### src/common/sfs_map.vh
`ifndef SFS_MAP_VH
`define SFS_MAP_VH

// opcodes
`define SFS_OP_WREN      8'h06
`define SFS_OP_WRDI      8'h04
`define SFS_OP_RDSR      8'h05
`define SFS_OP_WRSR      8'h01
`define SFS_OP_PP        8'h02
`define SFS_OP_BLK_ER    8'hD8
`define SFS_OP_SBLK_ER_A 8'hD7
`define SFS_OP_SBLK_ER_B 8'h20
`define SFS_OP_CHIP_ER_A 8'hC7
`define SFS_OP_CHIP_ER_B 8'h60
`define SFS_OP_SLEEP     8'hB9
`define SFS_OP_WAKE      8'hAB

// status register fields
`define SFS_ST_BUSY      0
`define SFS_ST_WEL       1
`define SFS_ST_PROT_LO   2
`define SFS_ST_PROT_HI   7
`define SFS_ST_RESET     8'h00

// command framing, in bytes
`define SFS_ADDR_BYTES   3
`define SFS_ERASE_LEN    4
`define SFS_WRSR_LEN     2
`define SFS_PP_MIN_LEN   5

// timing figures and clock rate
`define SFS_CLK_MHZ      250
`define SFS_SRW_TIME_MS  5
`define SFS_PP_TIME_US   4000
`define SFS_SSE_TIME_MS  40
`define SFS_SE_TIME_MS   80
`define SFS_CHE_TIME_MS  250
`define SFS_DP_TIME_US   3
`define SFS_PRB_TIME_US  3

// operation kinds reported with op_start
`define SFS_KIND_WRSR    3'h0
`define SFS_KIND_PP      3'h1
`define SFS_KIND_SSE     3'h2
`define SFS_KIND_SE      3'h3
`define SFS_KIND_CHE     3'h4

`endif

### src/sfs_seq.v
// Contract
// - opcode D8h is 64K-byte sector erase with three address bytes.
// - D7h and 20h both mean small-sector erase with three address bytes.
// - internal erase starts only on chip select rising after a valid command.
// - erase completion clears write enable automatically.
// - page program completion returns to write-disabled state.
// - status write completion drops write enable.
// - status write stays busy within 15 ms, typically 5 ms.
// - page program completes within 5.0 ms, typically 4.0 ms.
// - small-sector erase completes within 0.15 s, typically 0.04 s.
// - 64K-byte sector erase completes within 0.25 s, typically 0.08 s.
// - chip erase completes within 1.6 s, typically 0.25 s.
// - device accepts commands within 3 us after power-down release.
`timescale 1ns/1ps
`include "sfs_map.vh"

module sfs_seq #(
    parameter [31:0] SRW_CYCLES = `SFS_SRW_TIME_MS * 1000 * `SFS_CLK_MHZ,
    parameter [31:0] PP_CYCLES  = `SFS_PP_TIME_US * `SFS_CLK_MHZ,
    parameter [31:0] SSE_CYCLES = `SFS_SSE_TIME_MS * 1000 * `SFS_CLK_MHZ,
    parameter [31:0] SE_CYCLES  = `SFS_SE_TIME_MS * 1000 * `SFS_CLK_MHZ,
    parameter [31:0] CHE_CYCLES = `SFS_CHE_TIME_MS * 1000 * `SFS_CLK_MHZ
) (
    // clock and reset
    input  wire        clk,
    input  wire        reset,
    // spi pins, sampled on clk
    input  wire        spi_sck,
    input  wire        spi_cs_n,
    input  wire        spi_si,
    output reg         spi_so,
    output reg         spi_so_oe_n,
    // operation report toward the array
    output reg         op_start,
    output reg  [2:0]  op_kind,
    output reg  [23:0] op_addr,
    output reg         op_done,
    // state
    output wire        busy,
    output wire        write_en,
    output wire        sleeping,
    output wire [7:0]  status
);

    localparam [31:0] DP_CYCLES  = `SFS_DP_TIME_US * `SFS_CLK_MHZ;
    localparam [31:0] PRB_CYCLES = `SFS_PRB_TIME_US * `SFS_CLK_MHZ;

    localparam [2:0] ST_IDLE     = 3'h0;
    localparam [2:0] ST_BUSY     = 3'h1;
    localparam [2:0] ST_PD_ENTER = 3'h2;
    localparam [2:0] ST_PD       = 3'h3;
    localparam [2:0] ST_PD_EXIT  = 3'h4;

    reg  [2:0]  state_r;
    reg  [31:0] timer_r;
    reg         sck_r;
    reg         cs_n_r;
    reg  [2:0]  bit_r;
    reg  [3:0]  byte_r;
    reg  [7:0]  shift_r;
    reg  [7:0]  opcode_r;
    reg  [23:0] addr_r;
    reg  [7:0]  wrsr_r;
    reg         wel_r;
    reg  [7:0]  prot_r;
    reg  [7:0]  so_shift_r;

    wire sck_rise = spi_sck & ~sck_r & ~spi_cs_n;
    wire sck_fall = ~spi_sck & sck_r & ~spi_cs_n;
    wire cs_fall  = ~spi_cs_n & cs_n_r;
    wire cs_rise  = spi_cs_n & ~cs_n_r;
    wire [7:0] next_byte = {shift_r[6:0], spi_si};
    wire byte_done = sck_rise & (bit_r == 3'h7);
    // a write command only counts if chip select rises on a byte boundary
    wire framed  = cs_rise & (bit_r == 3'h0);
    wire is_sse  = (opcode_r == `SFS_OP_SBLK_ER_A) | (opcode_r == `SFS_OP_SBLK_ER_B);
    wire is_se   = (opcode_r == `SFS_OP_BLK_ER);
    wire is_che  = (opcode_r == `SFS_OP_CHIP_ER_A) | (opcode_r == `SFS_OP_CHIP_ER_B);
    wire erase_ok = framed & wel_r & (is_sse | is_se)
                    & (byte_r == `SFS_ERASE_LEN);
    wire che_ok  = framed & wel_r & is_che & (byte_r == 4'h1);
    wire pp_ok   = framed & wel_r & (opcode_r == `SFS_OP_PP)
                    & (byte_r >= `SFS_PP_MIN_LEN);
    wire wrsr_ok = framed & wel_r & (opcode_r == `SFS_OP_WRSR)
                    & (byte_r == `SFS_WRSR_LEN);
    wire one_byte = framed & (byte_r == 4'h1);
    wire ready   = (state_r == ST_IDLE);

    assign busy     = (state_r == ST_BUSY);
    assign write_en = wel_r;
    assign sleeping = (state_r == ST_PD) | (state_r == ST_PD_EXIT);
    assign status   = {prot_r[`SFS_ST_PROT_HI:`SFS_ST_PROT_LO], wel_r, busy};

    // serial front end: bytes shift in msb first on sck rising edges
    always @(posedge clk or posedge reset) begin
        if (reset) begin
            sck_r    <= 1'b0;
            cs_n_r   <= 1'b1;
            bit_r    <= 3'h0;
            byte_r   <= 4'h0;
            shift_r  <= 8'h00;
            opcode_r <= 8'h00;
            addr_r   <= 24'h000000;
            wrsr_r   <= 8'h00;
        end else begin
            sck_r  <= spi_sck;
            cs_n_r <= spi_cs_n;
            if (cs_fall) begin
                bit_r  <= 3'h0;
                byte_r <= 4'h0;
            end else if (sck_rise) begin
                bit_r   <= bit_r + 3'h1;
                shift_r <= next_byte;
                if (byte_done) begin
                    // saturate so long program bursts keep their count valid
                    if (byte_r != 4'hF)
                        byte_r <= byte_r + 4'h1;
                    if (byte_r == 4'h0)
                        opcode_r <= next_byte;
                    if (byte_r >= 4'h1 && byte_r <= `SFS_ADDR_BYTES)
                        addr_r <= {addr_r[15:0], next_byte};
                    if (byte_r == 4'h1)
                        wrsr_r <= next_byte;
                end
            end
        end
    end

    // status read-out: reloaded every byte so polling sees fresh busy
    always @(posedge clk or posedge reset) begin
        if (reset) begin
            spi_so      <= 1'b0;
            spi_so_oe_n <= 1'b1;
            so_shift_r  <= 8'h00;
        end else if (spi_cs_n) begin
            spi_so_oe_n <= 1'b1;
        end else if (byte_done) begin
            so_shift_r <= status;
        end else if (sck_fall && opcode_r == `SFS_OP_RDSR && byte_r != 4'h0) begin
            spi_so      <= so_shift_r[7];
            spi_so_oe_n <= 1'b0;
            so_shift_r  <= {so_shift_r[6:0], 1'b0};
        end
    end

    // operation sequencer
    always @(posedge clk or posedge reset) begin
        if (reset) begin
            state_r  <= ST_IDLE;
            timer_r  <= 32'h00000000;
            wel_r    <= 1'b0;
            prot_r   <= `SFS_ST_RESET;
            op_start <= 1'b0;
            op_kind  <= `SFS_KIND_WRSR;
            op_addr  <= 24'h000000;
            op_done  <= 1'b0;
        end else begin
            op_start <= 1'b0;
            op_done  <= 1'b0;
            case (state_r)
                ST_IDLE: begin
                    if (one_byte && opcode_r == `SFS_OP_WREN)
                        wel_r <= 1'b1;
                    else if (one_byte && opcode_r == `SFS_OP_WRDI)
                        wel_r <= 1'b0;
                    if (erase_ok) begin
                        state_r  <= ST_BUSY;
                        op_start <= 1'b1;
                        op_addr  <= addr_r;
                        op_kind  <= is_se ? `SFS_KIND_SE : `SFS_KIND_SSE;
                        timer_r  <= is_se ? SE_CYCLES : SSE_CYCLES;
                    end else if (che_ok) begin
                        state_r  <= ST_BUSY;
                        op_start <= 1'b1;
                        op_kind  <= `SFS_KIND_CHE;
                        timer_r  <= CHE_CYCLES;
                    end else if (pp_ok) begin
                        state_r  <= ST_BUSY;
                        op_start <= 1'b1;
                        op_addr  <= addr_r;
                        op_kind  <= `SFS_KIND_PP;
                        timer_r  <= PP_CYCLES;
                    end else if (wrsr_ok) begin
                        state_r  <= ST_BUSY;
                        op_start <= 1'b1;
                        op_kind  <= `SFS_KIND_WRSR;
                        timer_r  <= SRW_CYCLES;
                        prot_r   <= {wrsr_r[`SFS_ST_PROT_HI:`SFS_ST_PROT_LO], 2'b00};
                    end else if (one_byte && opcode_r == `SFS_OP_SLEEP) begin
                        state_r <= ST_PD_ENTER;
                        timer_r <= DP_CYCLES;
                    end
                end
                ST_BUSY: begin
                    if (timer_r <= 32'h00000001) begin
                        state_r <= ST_IDLE;
                        wel_r   <= 1'b0;
                        op_done <= 1'b1;
                    end else begin
                        timer_r <= timer_r - 32'h00000001;
                    end
                end
                ST_PD_ENTER, ST_PD_EXIT: begin
                    if (timer_r <= 32'h00000001)
                        state_r <= (state_r == ST_PD_ENTER) ? ST_PD : ST_IDLE;
                    else
                        timer_r <= timer_r - 32'h00000001;
                end
                ST_PD: begin
                    // only the wake command and RDSR are heard while asleep
                    if (one_byte && opcode_r == `SFS_OP_WAKE) begin
                        state_r <= ST_PD_EXIT;
                        timer_r <= PRB_CYCLES;
                    end
                end
                default: state_r <= ST_IDLE;
            endcase
        end
    end

endmodule

### config.mk
export PLATFORM = sky130hd
export DESIGN_NAME = sfs_seq
export DESIGN_NICKNAME = d
export VERILOG_FILES = /design/src/sfs_seq.v
export VERILOG_INCLUDE_DIRS = /design/src /design/src/common
export SDC_FILE = /design/constraint.sdc
export NUM_CORES = 1
export LEC_CHECK = 0
export BUFFER_PORTS_ARGS = -buffer_cell sky130_fd_sc_hd__buf_2
export CAP_MARGIN = 20
export CORE_MARGIN = 5
export CORE_UTILIZATION = 60
export CTS_CLUSTER_DIAMETER = 40
export DETAILED_ROUTE_END_ITERATION = 8
export PLACE_DENSITY = 0.78
export RECOVER_POWER = 100
export SLEW_MARGIN = 20
export SYNTH_ARGS = -nofsm -noshare
export SYNTH_HDL_FRONTEND = slang
export SYNTH_SLANG_ARGS = --single-unit
### constraint.sdc
create_clock -name clk -period 6.36 [get_ports clk]
set_input_delay 1.59 -clock clk [delete_from_list [all_inputs] [get_ports clk]]
set_output_delay 1.59 -clock clk [all_outputs]
set_load 0.01 [all_outputs]
==> flow_summary.json, run 1 <==
{
  "finalPower_mw": 1.882,
  "rows": 38,
  "async_flop_share_pct": 100.0,
  "worst_slew_pin_slew_ns": 3.440,
  "grt_usage_pct": 23.84,
  "drc": 0,
  "antenna_cells": 0,
  "detail_route.wirelength_mm": 14.49,
  "via_count": 4874,
  "final_nets": 637,
  "finalSetupViolations": 0,
  "fmaxAchievable_ghz": 0.2161,
  "dpl.hpwl_mm": 9.524,
  "critPathMaxFanout": 21,
  "irDropWorstVdd_uv": 276.5,
  "grt_overflow": 0,
  "synth_ff_type": "dfrtp_1",
  "critPathCaptureType": "flop",
  "cts_tree": "built",
  "syn-cell-area_mm2": 0.006479,
  "synth_cell_types": 69,
  "grt_pass1_wl_mm": 24.48,
  "cts-htree-levels": 4,
  "synth_edf_count": 0,
  "p_sw_share_pct": 23.51,
  "coreArea_mm2": 0.01070,
  "cts.clk_slew.worst_paths_ns": 0.06,
  "power.density_mw_per_mm2": 258.4,
  "violations": "capacitance limit, slew limit",
  "critPathRequiredTime_ns": 6.77,
  "holdWs_ns": 0.4870,
  "cts_buffers": 17,
  "drt_iter0_markers": 500,
  "avgViaCountPerCell": 6.289,
  "clockRootBuffer": "clkbuf_8",
  "p_clk_share_pct": 50.4,
  "relSlewSlack_pct": -130.6,
  "drive_gt1_share_pct": 20.31,
  "drv_cap": 1,
  "io_pins": 47,
  "finalCriticalPeriod_ns": 4.629,
  "status": "finished with violations",
  "period_share_pct": 72.78,
  "antenna_found_initial": 0,
  "clkLatencyLatePin_ns": 0.54,
  "fillers": 799,
  "rsz0062_at_grt": "false",
  "p_seq_share_pct": 47.5,
  "tns_ns": 0,
  "grt_max_degree": 84,
  "globalplace.congestion": 0.9279,
  "cts-resized-gates": 0,
  "syn_inst": 576,
  "ant_nets": 0,
  "hold_viol": 0,
  "cts_buffer_depth": 2,
  "ctsHoldBuffers": 0,
  "area_growth_pct": 12.40,
  "die_h_um": 113.9,
  "slew_viol_final": 84,
  "synthesis.nets": 591,
  "cp-start-kind": "input port",
  "port_buffers": 46,
  "p_int_mw": 1.439,
  "cts_sinks": 135,
  "floorplan.initialDensity_pct": 60.56,
  "leakage_nw": 3.336,
  "fin_skew_ns": 0.01144,
  "ys_seq_area_share_pct": 52.18,
  "crit_type": "in -> reg",
  "arrival_ns": 5.03,
  "synth_warnings": 0,
  "switchingPower_uw": 442.5,
  "wl_per_cell_um": 18.69,
  "hold_path.class": "reg -> reg",
  "syn_area_per_cell_um2": 11.25,
  "dieArea_mm2": 0.01298,
  "post-place-ws_ns": 1.886,
  "drt_pass1_iterations": 5,
  "die_x_um": 113.9,
  "power_frac_comb_pct": 2.1,
  "first_global_vias": 4829,
  "worst_slack_ns": 1.731,
  "ys_seq_elements": 135,
  "post-cts-setup-buffers": 0
}
power groups by stage:
stage | clock, mW | sequential [mW] | combinational [mW]
after floorplan | 0 | 0.899 | 0.0304
after global placement | 0 | 0.908 | 0.0380
after detailed placement | 0 | 0.909 | 0.0402
after CTS | 0.964 | 0.894 | 0.0410
after global routing | 1.01 | 0.896 | 0.0460
final | 0.949 | 0.894 | 0.0390
placed cells by master (no fill, tap or decap), types with 3 or more instances in the layout:
cell type / n
clkbuf_8: 3
nand3_1: 30
or2_2: 3
o31ai_1: 11
clkbuf_16: 16
nand3b_1: 3
o2bb2ai_1: 5
a21o_1: 5
nand2_1: 50
nor2_1: 29
ha_1: 10
o32ai_1: 3
a21oi_1: 14
nor3_1: 17
nor3b_1: 3
nand4_1: 3
or3_1: 8
o21ai_0: 26
inv_1: 18
nor2b_1: 5
inv_6: 4
mux2_2: 73
a22oi_1: 6
dfrtp_1: 133
or4_1: 5
a31oi_1: 9
inv_8: 3
mux2_1: 4
nor4_1: 10
a22o_1: 14
clkbuf_1: 48
clkinvlp_4: 3
nand2b_1: 6
worst paths after layout:
| path | from | to | slack (ns) | depth (start not counted) |
|---|---|---|---|---|
| max | spi_cs_n | timer_r[1]$_DFFE_PP0P_ | 1.73 | 8 |
| min | so_shift_r[6]$_DFFE_PP0P_ | so_shift_r[6]$_DFFE_PP0P_ | 0.49 | 2 |
| max reg2reg | byte_r[0]$_DFFE_PP0P_ | timer_r[1]$_DFFE_PP0P_ | 2.02 | 9 |
| min reg2reg | so_shift_r[6]$_DFFE_PP0P_ | so_shift_r[6]$_DFFE_PP0P_ | 0.49 | 2 |
| max in group asynchronous | reset | op_start$_DFF_PP0_ | 2.48 | 3 |
| min in group asynchronous | reset | op_addr[18]$_DFFE_PP0P_ | 2.06 | 2 |
per-layer routing:
| metal | part of all wire [%] | routed length, um | track usage [%] |
|---|---|---|---|
| met1 | 42 | 6031 | 32.01 |
| met4 | 2.5 | 355 | 9.343 |
| met5 | 0 | 0 | 0 |
| met3 | 5.6 | 812 | 6.578 |
| met2 | 50 | 7287 | 37.10 |
worst max-delay path: stages:
cell      delay (ns)
clkbuf_1        0.27
and4bb_1        0.32
nand4_1         0.20
a21oi_1         0.37
nor3_1          0.19
a21boi_2        0.69
and2_0          0.98
mux2_1          0.40
registers in the layout, indices dropped and copies added, names as in the netlist, 3 cells and up:
register    flops
byte_r          4
addr_r         24
op_addr        24
prot_r          6
wrsr_r          6
opcode_r        8
state_r         3
shift_r         7
bit_r           3
so_shift_r      8
timer_r        32
op_kind         3
through the flow:
stage / instances / area [um2] / util (%)
finish: 775 / 7282 / 68.07
global route: 775 / 7282 / 68.07
CTS: 775 / 7383 / 69.02
detailed placement: 743 / 6807 / 63.63
global placement: 743 / 6807 / 63.63
floorplan: 576 / 6479 / -
area by class of cell:
class                           count  area (um2)  area share (%)
Inverter                           19       72.57          0.9966
Tap cell                          140       175.2           2.405
Multi-Input combinational cell    397        2872           39.43
Clock inverter                     13       135.1           1.856
Timing Repair Buffer               52       205.2           2.818
Sequential cell                   135        3381           46.43
Clock buffer                       19       441.7           6.065
synthesized netlist by cell type (all sizes together), types with 9 or more instances:
cell / number / area (um2)
a21oi: 14 / 70.07
a22o: 14 / 122.6
a31oi: 10 / 77.57
buf: 9 / 77.57
clkbuf: 16 / 60.06
dfrtp: 133 / 3328
ha: 10 / 125.1
inv: 19 / 71.32
mux2: 77 / 867.1
nand2: 50 / 187.7
nand3: 30 / 150.1
nor2: 29 / 108.9
nor3: 18 / 95.09
nor4: 11 / 90.08
o21ai: 28 / 140.1
o31ai: 11 / 82.58
or3: 9 / 61.31
cells by family after synthesis:
group           after synthesis  share of synthesized area (%)
fa+ha+maj                    10                          1.931
buf+inv                      44                          3.225
flops                       135                          52.18
xor+xnor                      3                         0.4056
compound gates              115                          12.80
simple gates                190                          15.76
mux                          79                          13.69
No activity file was read; power rests on OpenSTA's default activity.
==> run 2, diff against run 1 <==
--- a/config.mk
+++ b/config.mk
@@ -9,10 +9,10 @@
 export BUFFER_PORTS_ARGS = -buffer_cell sky130_fd_sc_hd__buf_2
 export CAP_MARGIN = 20
 export CORE_MARGIN = 5
-export CORE_UTILIZATION = 60
+export CORE_UTILIZATION = 54
 export CTS_CLUSTER_DIAMETER = 40
 export DETAILED_ROUTE_END_ITERATION = 8
-export PLACE_DENSITY = 0.78
+export PLACE_DENSITY = 0.74
 export RECOVER_POWER = 100
 export SLEW_MARGIN = 20
 export SYNTH_ARGS = -nofsm -noshare
==> constraint.sdc (replaced) <==
create_clock -name clk -period 4.25 [get_ports clk]
set_input_delay 1.0625 -clock clk [delete_from_list [all_inputs] [get_ports clk]]
set_output_delay 1.0625 -clock clk [all_outputs]
set_load 0.01 [all_outputs]
==> flow_summary.json, run 2 (synthesis gave the netlist of run 1 again) <==
{
  "cts_buffer_depth": 2,
  "min_path_cells": 1,
  "power.density_mw_per_mm2": 381.9,
  "cp-start-kind": "flop",
  "wl_per_cell_um": 18.36,
  "fin_skew_ns": 0.01148,
  "grt_max_degree": 93,
  "cp_slowest_cell": "or4b_2",
  "cts-resized-gates": 0,
  "fmaxAchievable_ghz": 0.2850,
  "avgViaCountPerCell": 6.133,
  "drc": 0,
  "cts_sinks": 135,
  "io_pins": 47,
  "dp.cells": 755,
  "layout_common_cells": "dfrtp_1, mux2_2, clkbuf_1",
  "period_share_pct": 82.55,
  "critPathRequiredTime_ns": 4.54,
  "finalCriticalPeriod_ns": 3.508,
  "mostFrequentLayoutCell": "dfrtp_1",
  "critPathCaptureType": "flop",
  "leakage_nw": 3.343,
  "clkLatencyLatePin_ns": 0.42,
  "arrival_ns": 3.80,
  "final_nets": 642,
  "reg2reg_to": "timer_r[27]$_DFFE_PP0P_",
  "max_stage_delay_ns": 0.67,
  "fillers": 955,
  "crit_type": "reg -> reg",
  "final_cell_area_mm2": 0.007311,
  "dpl.hpwl_mm": 9.679,
  "crit_chain": "inv_1 -> ha_1 -> nor3b_1 -> or4b_2 -> a21oi_1 -> nor3_1 -> a21boi_0 -> buf_4 -> nand2_1 -> a221o_1",
  "r2r_cells": 10,
  "post-place-ws_ns": 0.7714,
  "cp.depth": 10,
  "drv_cap": 0,
  "via_count": 4827,
  "finalSetupViolations": 0,
  "globalplace.congestion": 0.8877,
  "multi_input_area_mm2": 0.002874,
  "startpoint": "byte_r[0]$_DFFE_PP0P_",
  "cts-htree-levels": 4,
  "rsz0062_at_grt": "false",
  "drt_pass1_iterations": 5,
  "clockRootBuffer": "clkbuf_16",
  "tns_ns": 0,
  "path_buf_inv": 2,
  "floorplan.initialDensity_pct": 54.62,
  "antenna_cells": 0,
  "status": "complete, no violations",
  "drive_gt1_share_pct": 19.84,
  "die_x_um": 119.5,
  "top_register": "timer_r",
  "slew_viol_final": 0,
  "die_h_um": 119.5,
  "coreArea_mm2": 0.01186,
  "cts_tree": "built",
  "cts_buffers": 17,
  "post-cts-setup-buffers": 0,
  "seq_area_mm2": 0.003381,
  "grt_pass1_wl_mm": 24.54,
  "grt_overflow": 0,
  "hold_path.class": "reg -> reg",
  "first_global_vias": 5006,
  "r2r-start": "byte_r[0]$_DFFE_PP0P_",
  "irDropWorstVdd_uv": 293.7,
  "largest_register_ffs": 32,
  "crit_family": "simple AND/OR/NAND/NOR gates",
  "critPathMaxFanout": 20,
  "antenna_found_initial": 0,
  "rrSetupSlack_ns": 0.74,
  "detail_route.wirelength_mm": 14.45,
  "relSlewSlack_pct": 3.689,
  "top_regs": "timer_r: 32 flops, addr_r: 24 flops, op_addr: 24 flops",
  "dieArea_mm2": 0.01429,
  "worst_slack_ns": 0.7418,
  "port_buffers": 46,
  "final_core_util_pct": 61.64,
  "ctsHoldBuffers": 0,
  "ant_nets": 0,
  "placed_cell_area_mm2": 0.006863,
  "rows": 40,
  "grt_usage_pct": 21.19,
  "hold_viol": 0,
  "crit_path_end": "timer_r[27]$_DFFE_PP0P_",
  "area_growth_pct": 12.84,
  "stdcell_count": 787,
  "worst_slew_pin_slew_ns": 1.437,
  "cts.clk_slew.worst_paths_ns": 0.06,
  "drt_iter0_markers": 508
}
## run 2: cell type report
class                      instances  area share [%]
sequential                       135           46.24
inverter                          19          0.9926
timing repair buffer              57           3.286
clock inverter                    12           1.540
multi-input combinational        397           39.31
tap                              147           2.516
clock buffer                      20           6.110
## run 2: worst reg2reg max path, delay by kind of cell, from the launching register on
family | cells | cell delay (ns)
AOI/OAI and AO/OA | 3 | 1.08
and+or+nand+nor | 4 | 1.21
buffers and inverters | 2 | 0.44
adders and majority gates | 1 | 0.23
DFF | 1 | 0.42
## run 2: worst min path at each step
stage	start	endpoint	slack [ns]
after floorplan	so_shift_r[6]$_DFFE_PP0P_	so_shift_r[6]$_DFFE_PP0P_	0.45
after global placement	so_shift_r[3]$_DFFE_PP0P_	so_shift_r[3]$_DFFE_PP0P_	0.46
after detailed placement	so_shift_r[6]$_DFFE_PP0P_	so_shift_r[6]$_DFFE_PP0P_	0.47
after CTS	so_shift_r[6]$_DFFE_PP0P_	so_shift_r[6]$_DFFE_PP0P_	0.49
after global routing	timer_r[15]$_DFFE_PP0P_	timer_r[15]$_DFFE_PP0P_	0.51
final	timer_r[12]$_DFFE_PP0P_	timer_r[12]$_DFFE_PP0P_	0.48
## run 2: through the flow
step / power [mW] / hold slack (ns)
2_1_floorplan: 1.391 / 0.4468
3_3_place_gp: 1.420 / 0.4610
3_5_place_dp: 1.423 / 0.4728
4_1_cts: 2.814 / 0.4868
5_1_grt: 2.885 / 0.5072
6_report: 2.792 / 0.4806
## run 2: where the power goes
part           switching, mW  internal, mW
combinational         0.0370        0.0231
clock                  0.568         0.826
sequential            0.0301          1.31
total                  0.635          2.16
## run 2: layer usage
metal  track usage, %  share of wire [%]  wire length, um  vias up
met5                0                  0                0        -
met4            7.015               0.87              126        0
met3            5.184                4.5              656       13
met2            35.59                 51             7368      153
met1            27.03                 44             6296     2426
li1                 -                  -                -     2235
==> run 3, diff against run 2 <==
==> constraint.sdc (replaced) <==
create_clock -name clk -period 3.06 [get_ports clk]
set_input_delay 0.765 -clock clk [delete_from_list [all_inputs] [get_ports clk]]
set_output_delay 0.765 -clock clk [all_outputs]
set_load 0.01 [all_outputs]
==> flow_summary.json, run 3 (synthesis gave the netlist of run 1 again) <==
{
  "status": "finished with violations",
  "violations": "capacitance limit, slew limit",
  "layout_common_cells": "dfrtp_1, mux2_2, clkbuf_1",
  "wl_per_cell_um": 17.64,
  "crit_type": "reg -> reg",
  "dp.cells": 765,
  "period_share_pct": 95.81,
  "drt_pass1_iterations": 5,
  "worst_slack_ns": 0.1281,
  "die_x_um": 119.5,
  "cts.clk_slew.worst_paths_ns": 0.06,
  "final_core_util_pct": 62.86,
  "largest_register_ffs": 32,
  "finalCriticalPeriod_ns": 2.932,
  "switchingPower_uw": 880.5,
  "grt_overflow": 0,
  "coreArea_mm2": 0.01186,
  "via_count": 4861,
  "antenna_found_initial": 0,
  "rsz0062_at_grt": "false",
  "cts_buffers": 17,
  "grt_usage_pct": 20.88,
  "tns_ns": 0,
  "dieArea_mm2": 0.01429,
  "cp-start-kind": "flop",
  "leakage_nw": 3.430,
  "cp_slowest_cell": "or4b_2",
  "die_h_um": 119.5,
  "irDropWorstVdd_uv": 404.4,
  "relSlewSlack_pct": -19.50,
  "area_growth_pct": 15.08,
  "port_buffers": 46,
  "final_nets": 656,
  "power.density_mw_per_mm2": 537.0,
  "rows": 40,
  "max_stage_delay_ns": 0.67,
  "top_register": "timer_r",
  "drt_iter0_markers": 454,
  "fillers": 910,
  "p_clk_share_pct": 51.6,
  "p_sw_share_pct": 21.99,
  "dpl.hpwl_mm": 9.399,
  "first_global_vias": 4855,
  "hold_path.class": "reg -> reg",
  "grt_max_degree": 136,
  "hold_viol": 0,
  "arrival_ns": 3.23,
  "avgViaCountPerCell": 6.069,
  "drc": 0,
  "fmaxAchievable_ghz": 0.3411,
  "p_seq_share_pct": 46.4,
  "cts_tree": "built",
  "p_int_mw": 3.123,
  "floorplan.initialDensity_pct": 54.62,
  "worst_slew_pin_slew_ns": 1.793,
  "power_frac_comb_pct": 2.0,
  "finalSetupViolations": 0,
  "finalPower_mw": 4.004,
  "clkLatencyLatePin_ns": 0.42,
  "crit_chain": "inv_1 -> ha_1 -> nor3b_1 -> or4b_2 -> a21oi_1 -> nor3_1 -> a21boi_2 -> and2_4 -> mux2_1",
  "critPathRequiredTime_ns": 3.36,
  "mostFrequentLayoutCell": "dfrtp_1",
  "critPathMaxFanout": 9,
  "io_pins": 47,
  "cts-htree-levels": 4,
  "drive_gt1_share_pct": 22.48,
  "top_regs": "timer_r: 32 flops, addr_r: 24 flops, op_addr: 24 flops",
  "seq_area_mm2": 0.003381,
  "slew_viol_final": 136,
  "ant_nets": 0,
  "fin_skew_ns": 0.008766,
  "critPathCaptureType": "flop",
  "cts_buffer_depth": 2,
  "grt_pass1_wl_mm": 24.01,
  "globalplace.congestion": 0.8741,
  "ctsHoldBuffers": 0,
  "antenna_cells": 0,
  "stdcell_count": 801,
  "drv_cap": 1,
  "clockRootBuffer": "clkbuf_16",
  "cts_sinks": 135,
  "post-place-ws_ns": 0.08642,
  "detail_route.wirelength_mm": 14.13,
  "multi_input_area_mm2": 0.002885
}
==> run 3: area by class of cell <==
cell class | count | share of cell area [%]
clock buffer | 21 | 6.310
multi-input combinational | 397 | 38.70
inverter | 19 | 0.9733
sequential | 135 | 45.34
timing repair buffer | 71 | 4.413
clock inverter | 11 | 1.796
tap | 147 | 2.467
==> run 3: routing by layer <==
metal | wire, um | vias up | GRT usage (%)
met5 | 0 | - | 0
met3 | 728 | 26 | 5.844
li1 | - | 2265 | -
met1 | 6012 | 2393 | 27.11
met4 | 233 | 0 | 7.802
met2 | 7159 | 177 | 33.58
==> run 3: path summary, 6_finish.rpt <==
path / startpoint / end / slack [ns] / depth (start not counted)
max in group asynchronous: reset / timer_r[14]$_DFFE_PP0P_ / 0.94 / 3
hold reg to reg: so_shift_r[1]$_DFFE_PP0P_ / so_shift_r[1]$_DFFE_PP0P_ / 0.48 / 2
hold / removal: so_shift_r[1]$_DFFE_PP0P_ / so_shift_r[1]$_DFFE_PP0P_ / 0.48 / 2
min in group asynchronous: reset / so_shift_r[1]$_DFFE_PP0P_ / 1.01 / 3
setup / recovery: byte_r[0]$_DFFE_PP0P_ / timer_r[1]$_DFFE_PP0P_ / 0.13 / 9
setup reg to reg: byte_r[0]$_DFFE_PP0P_ / timer_r[1]$_DFFE_PP0P_ / 0.13 / 9
==> run 3: worst max-delay path, delay by kind of cell (launching register included) <==
| family | cells | cell delay, ns |
|---|---|---|
| buffers and inverters | 1 | 0.11 |
| adder cells (fa/ha/maj) | 1 | 0.22 |
| multiplexers | 1 | 0.33 |
| flip-flops | 1 | 0.44 |
| AO/OA/AOI/OAI | 2 | 0.52 |
| AND/OR/NAND/NOR | 4 | 1.19 |
==> run 3: repair_timing <==
action | CTS | global route
endpoints found under the setup margin | 0 | 3
setup buffers | 0 | 4
gates resized for setup | 0 | 1
==> run 3: power groups by stage <==
stage                     registers, mW  clock network, mW  logic [mW]
after detailed placement           1.89                  0      0.0858
after global placement             1.89                  0      0.0817
final                              1.86               2.06      0.0804
after global routing               1.86               2.18      0.0935
after floorplan                    1.87                  0      0.0635
after CTS                          1.86               2.10      0.0877
==> run 3: per-stage QoR <==
step	hold WS, ns	area (um2)
2_1_floorplan	0.4468	6482
3_3_place_gp	0.4601	6938
3_5_place_dp	0.4689	6938
4_1_cts	0.4684	7542
5_1_grt	0.4753	7456
6_report	0.4814	7456
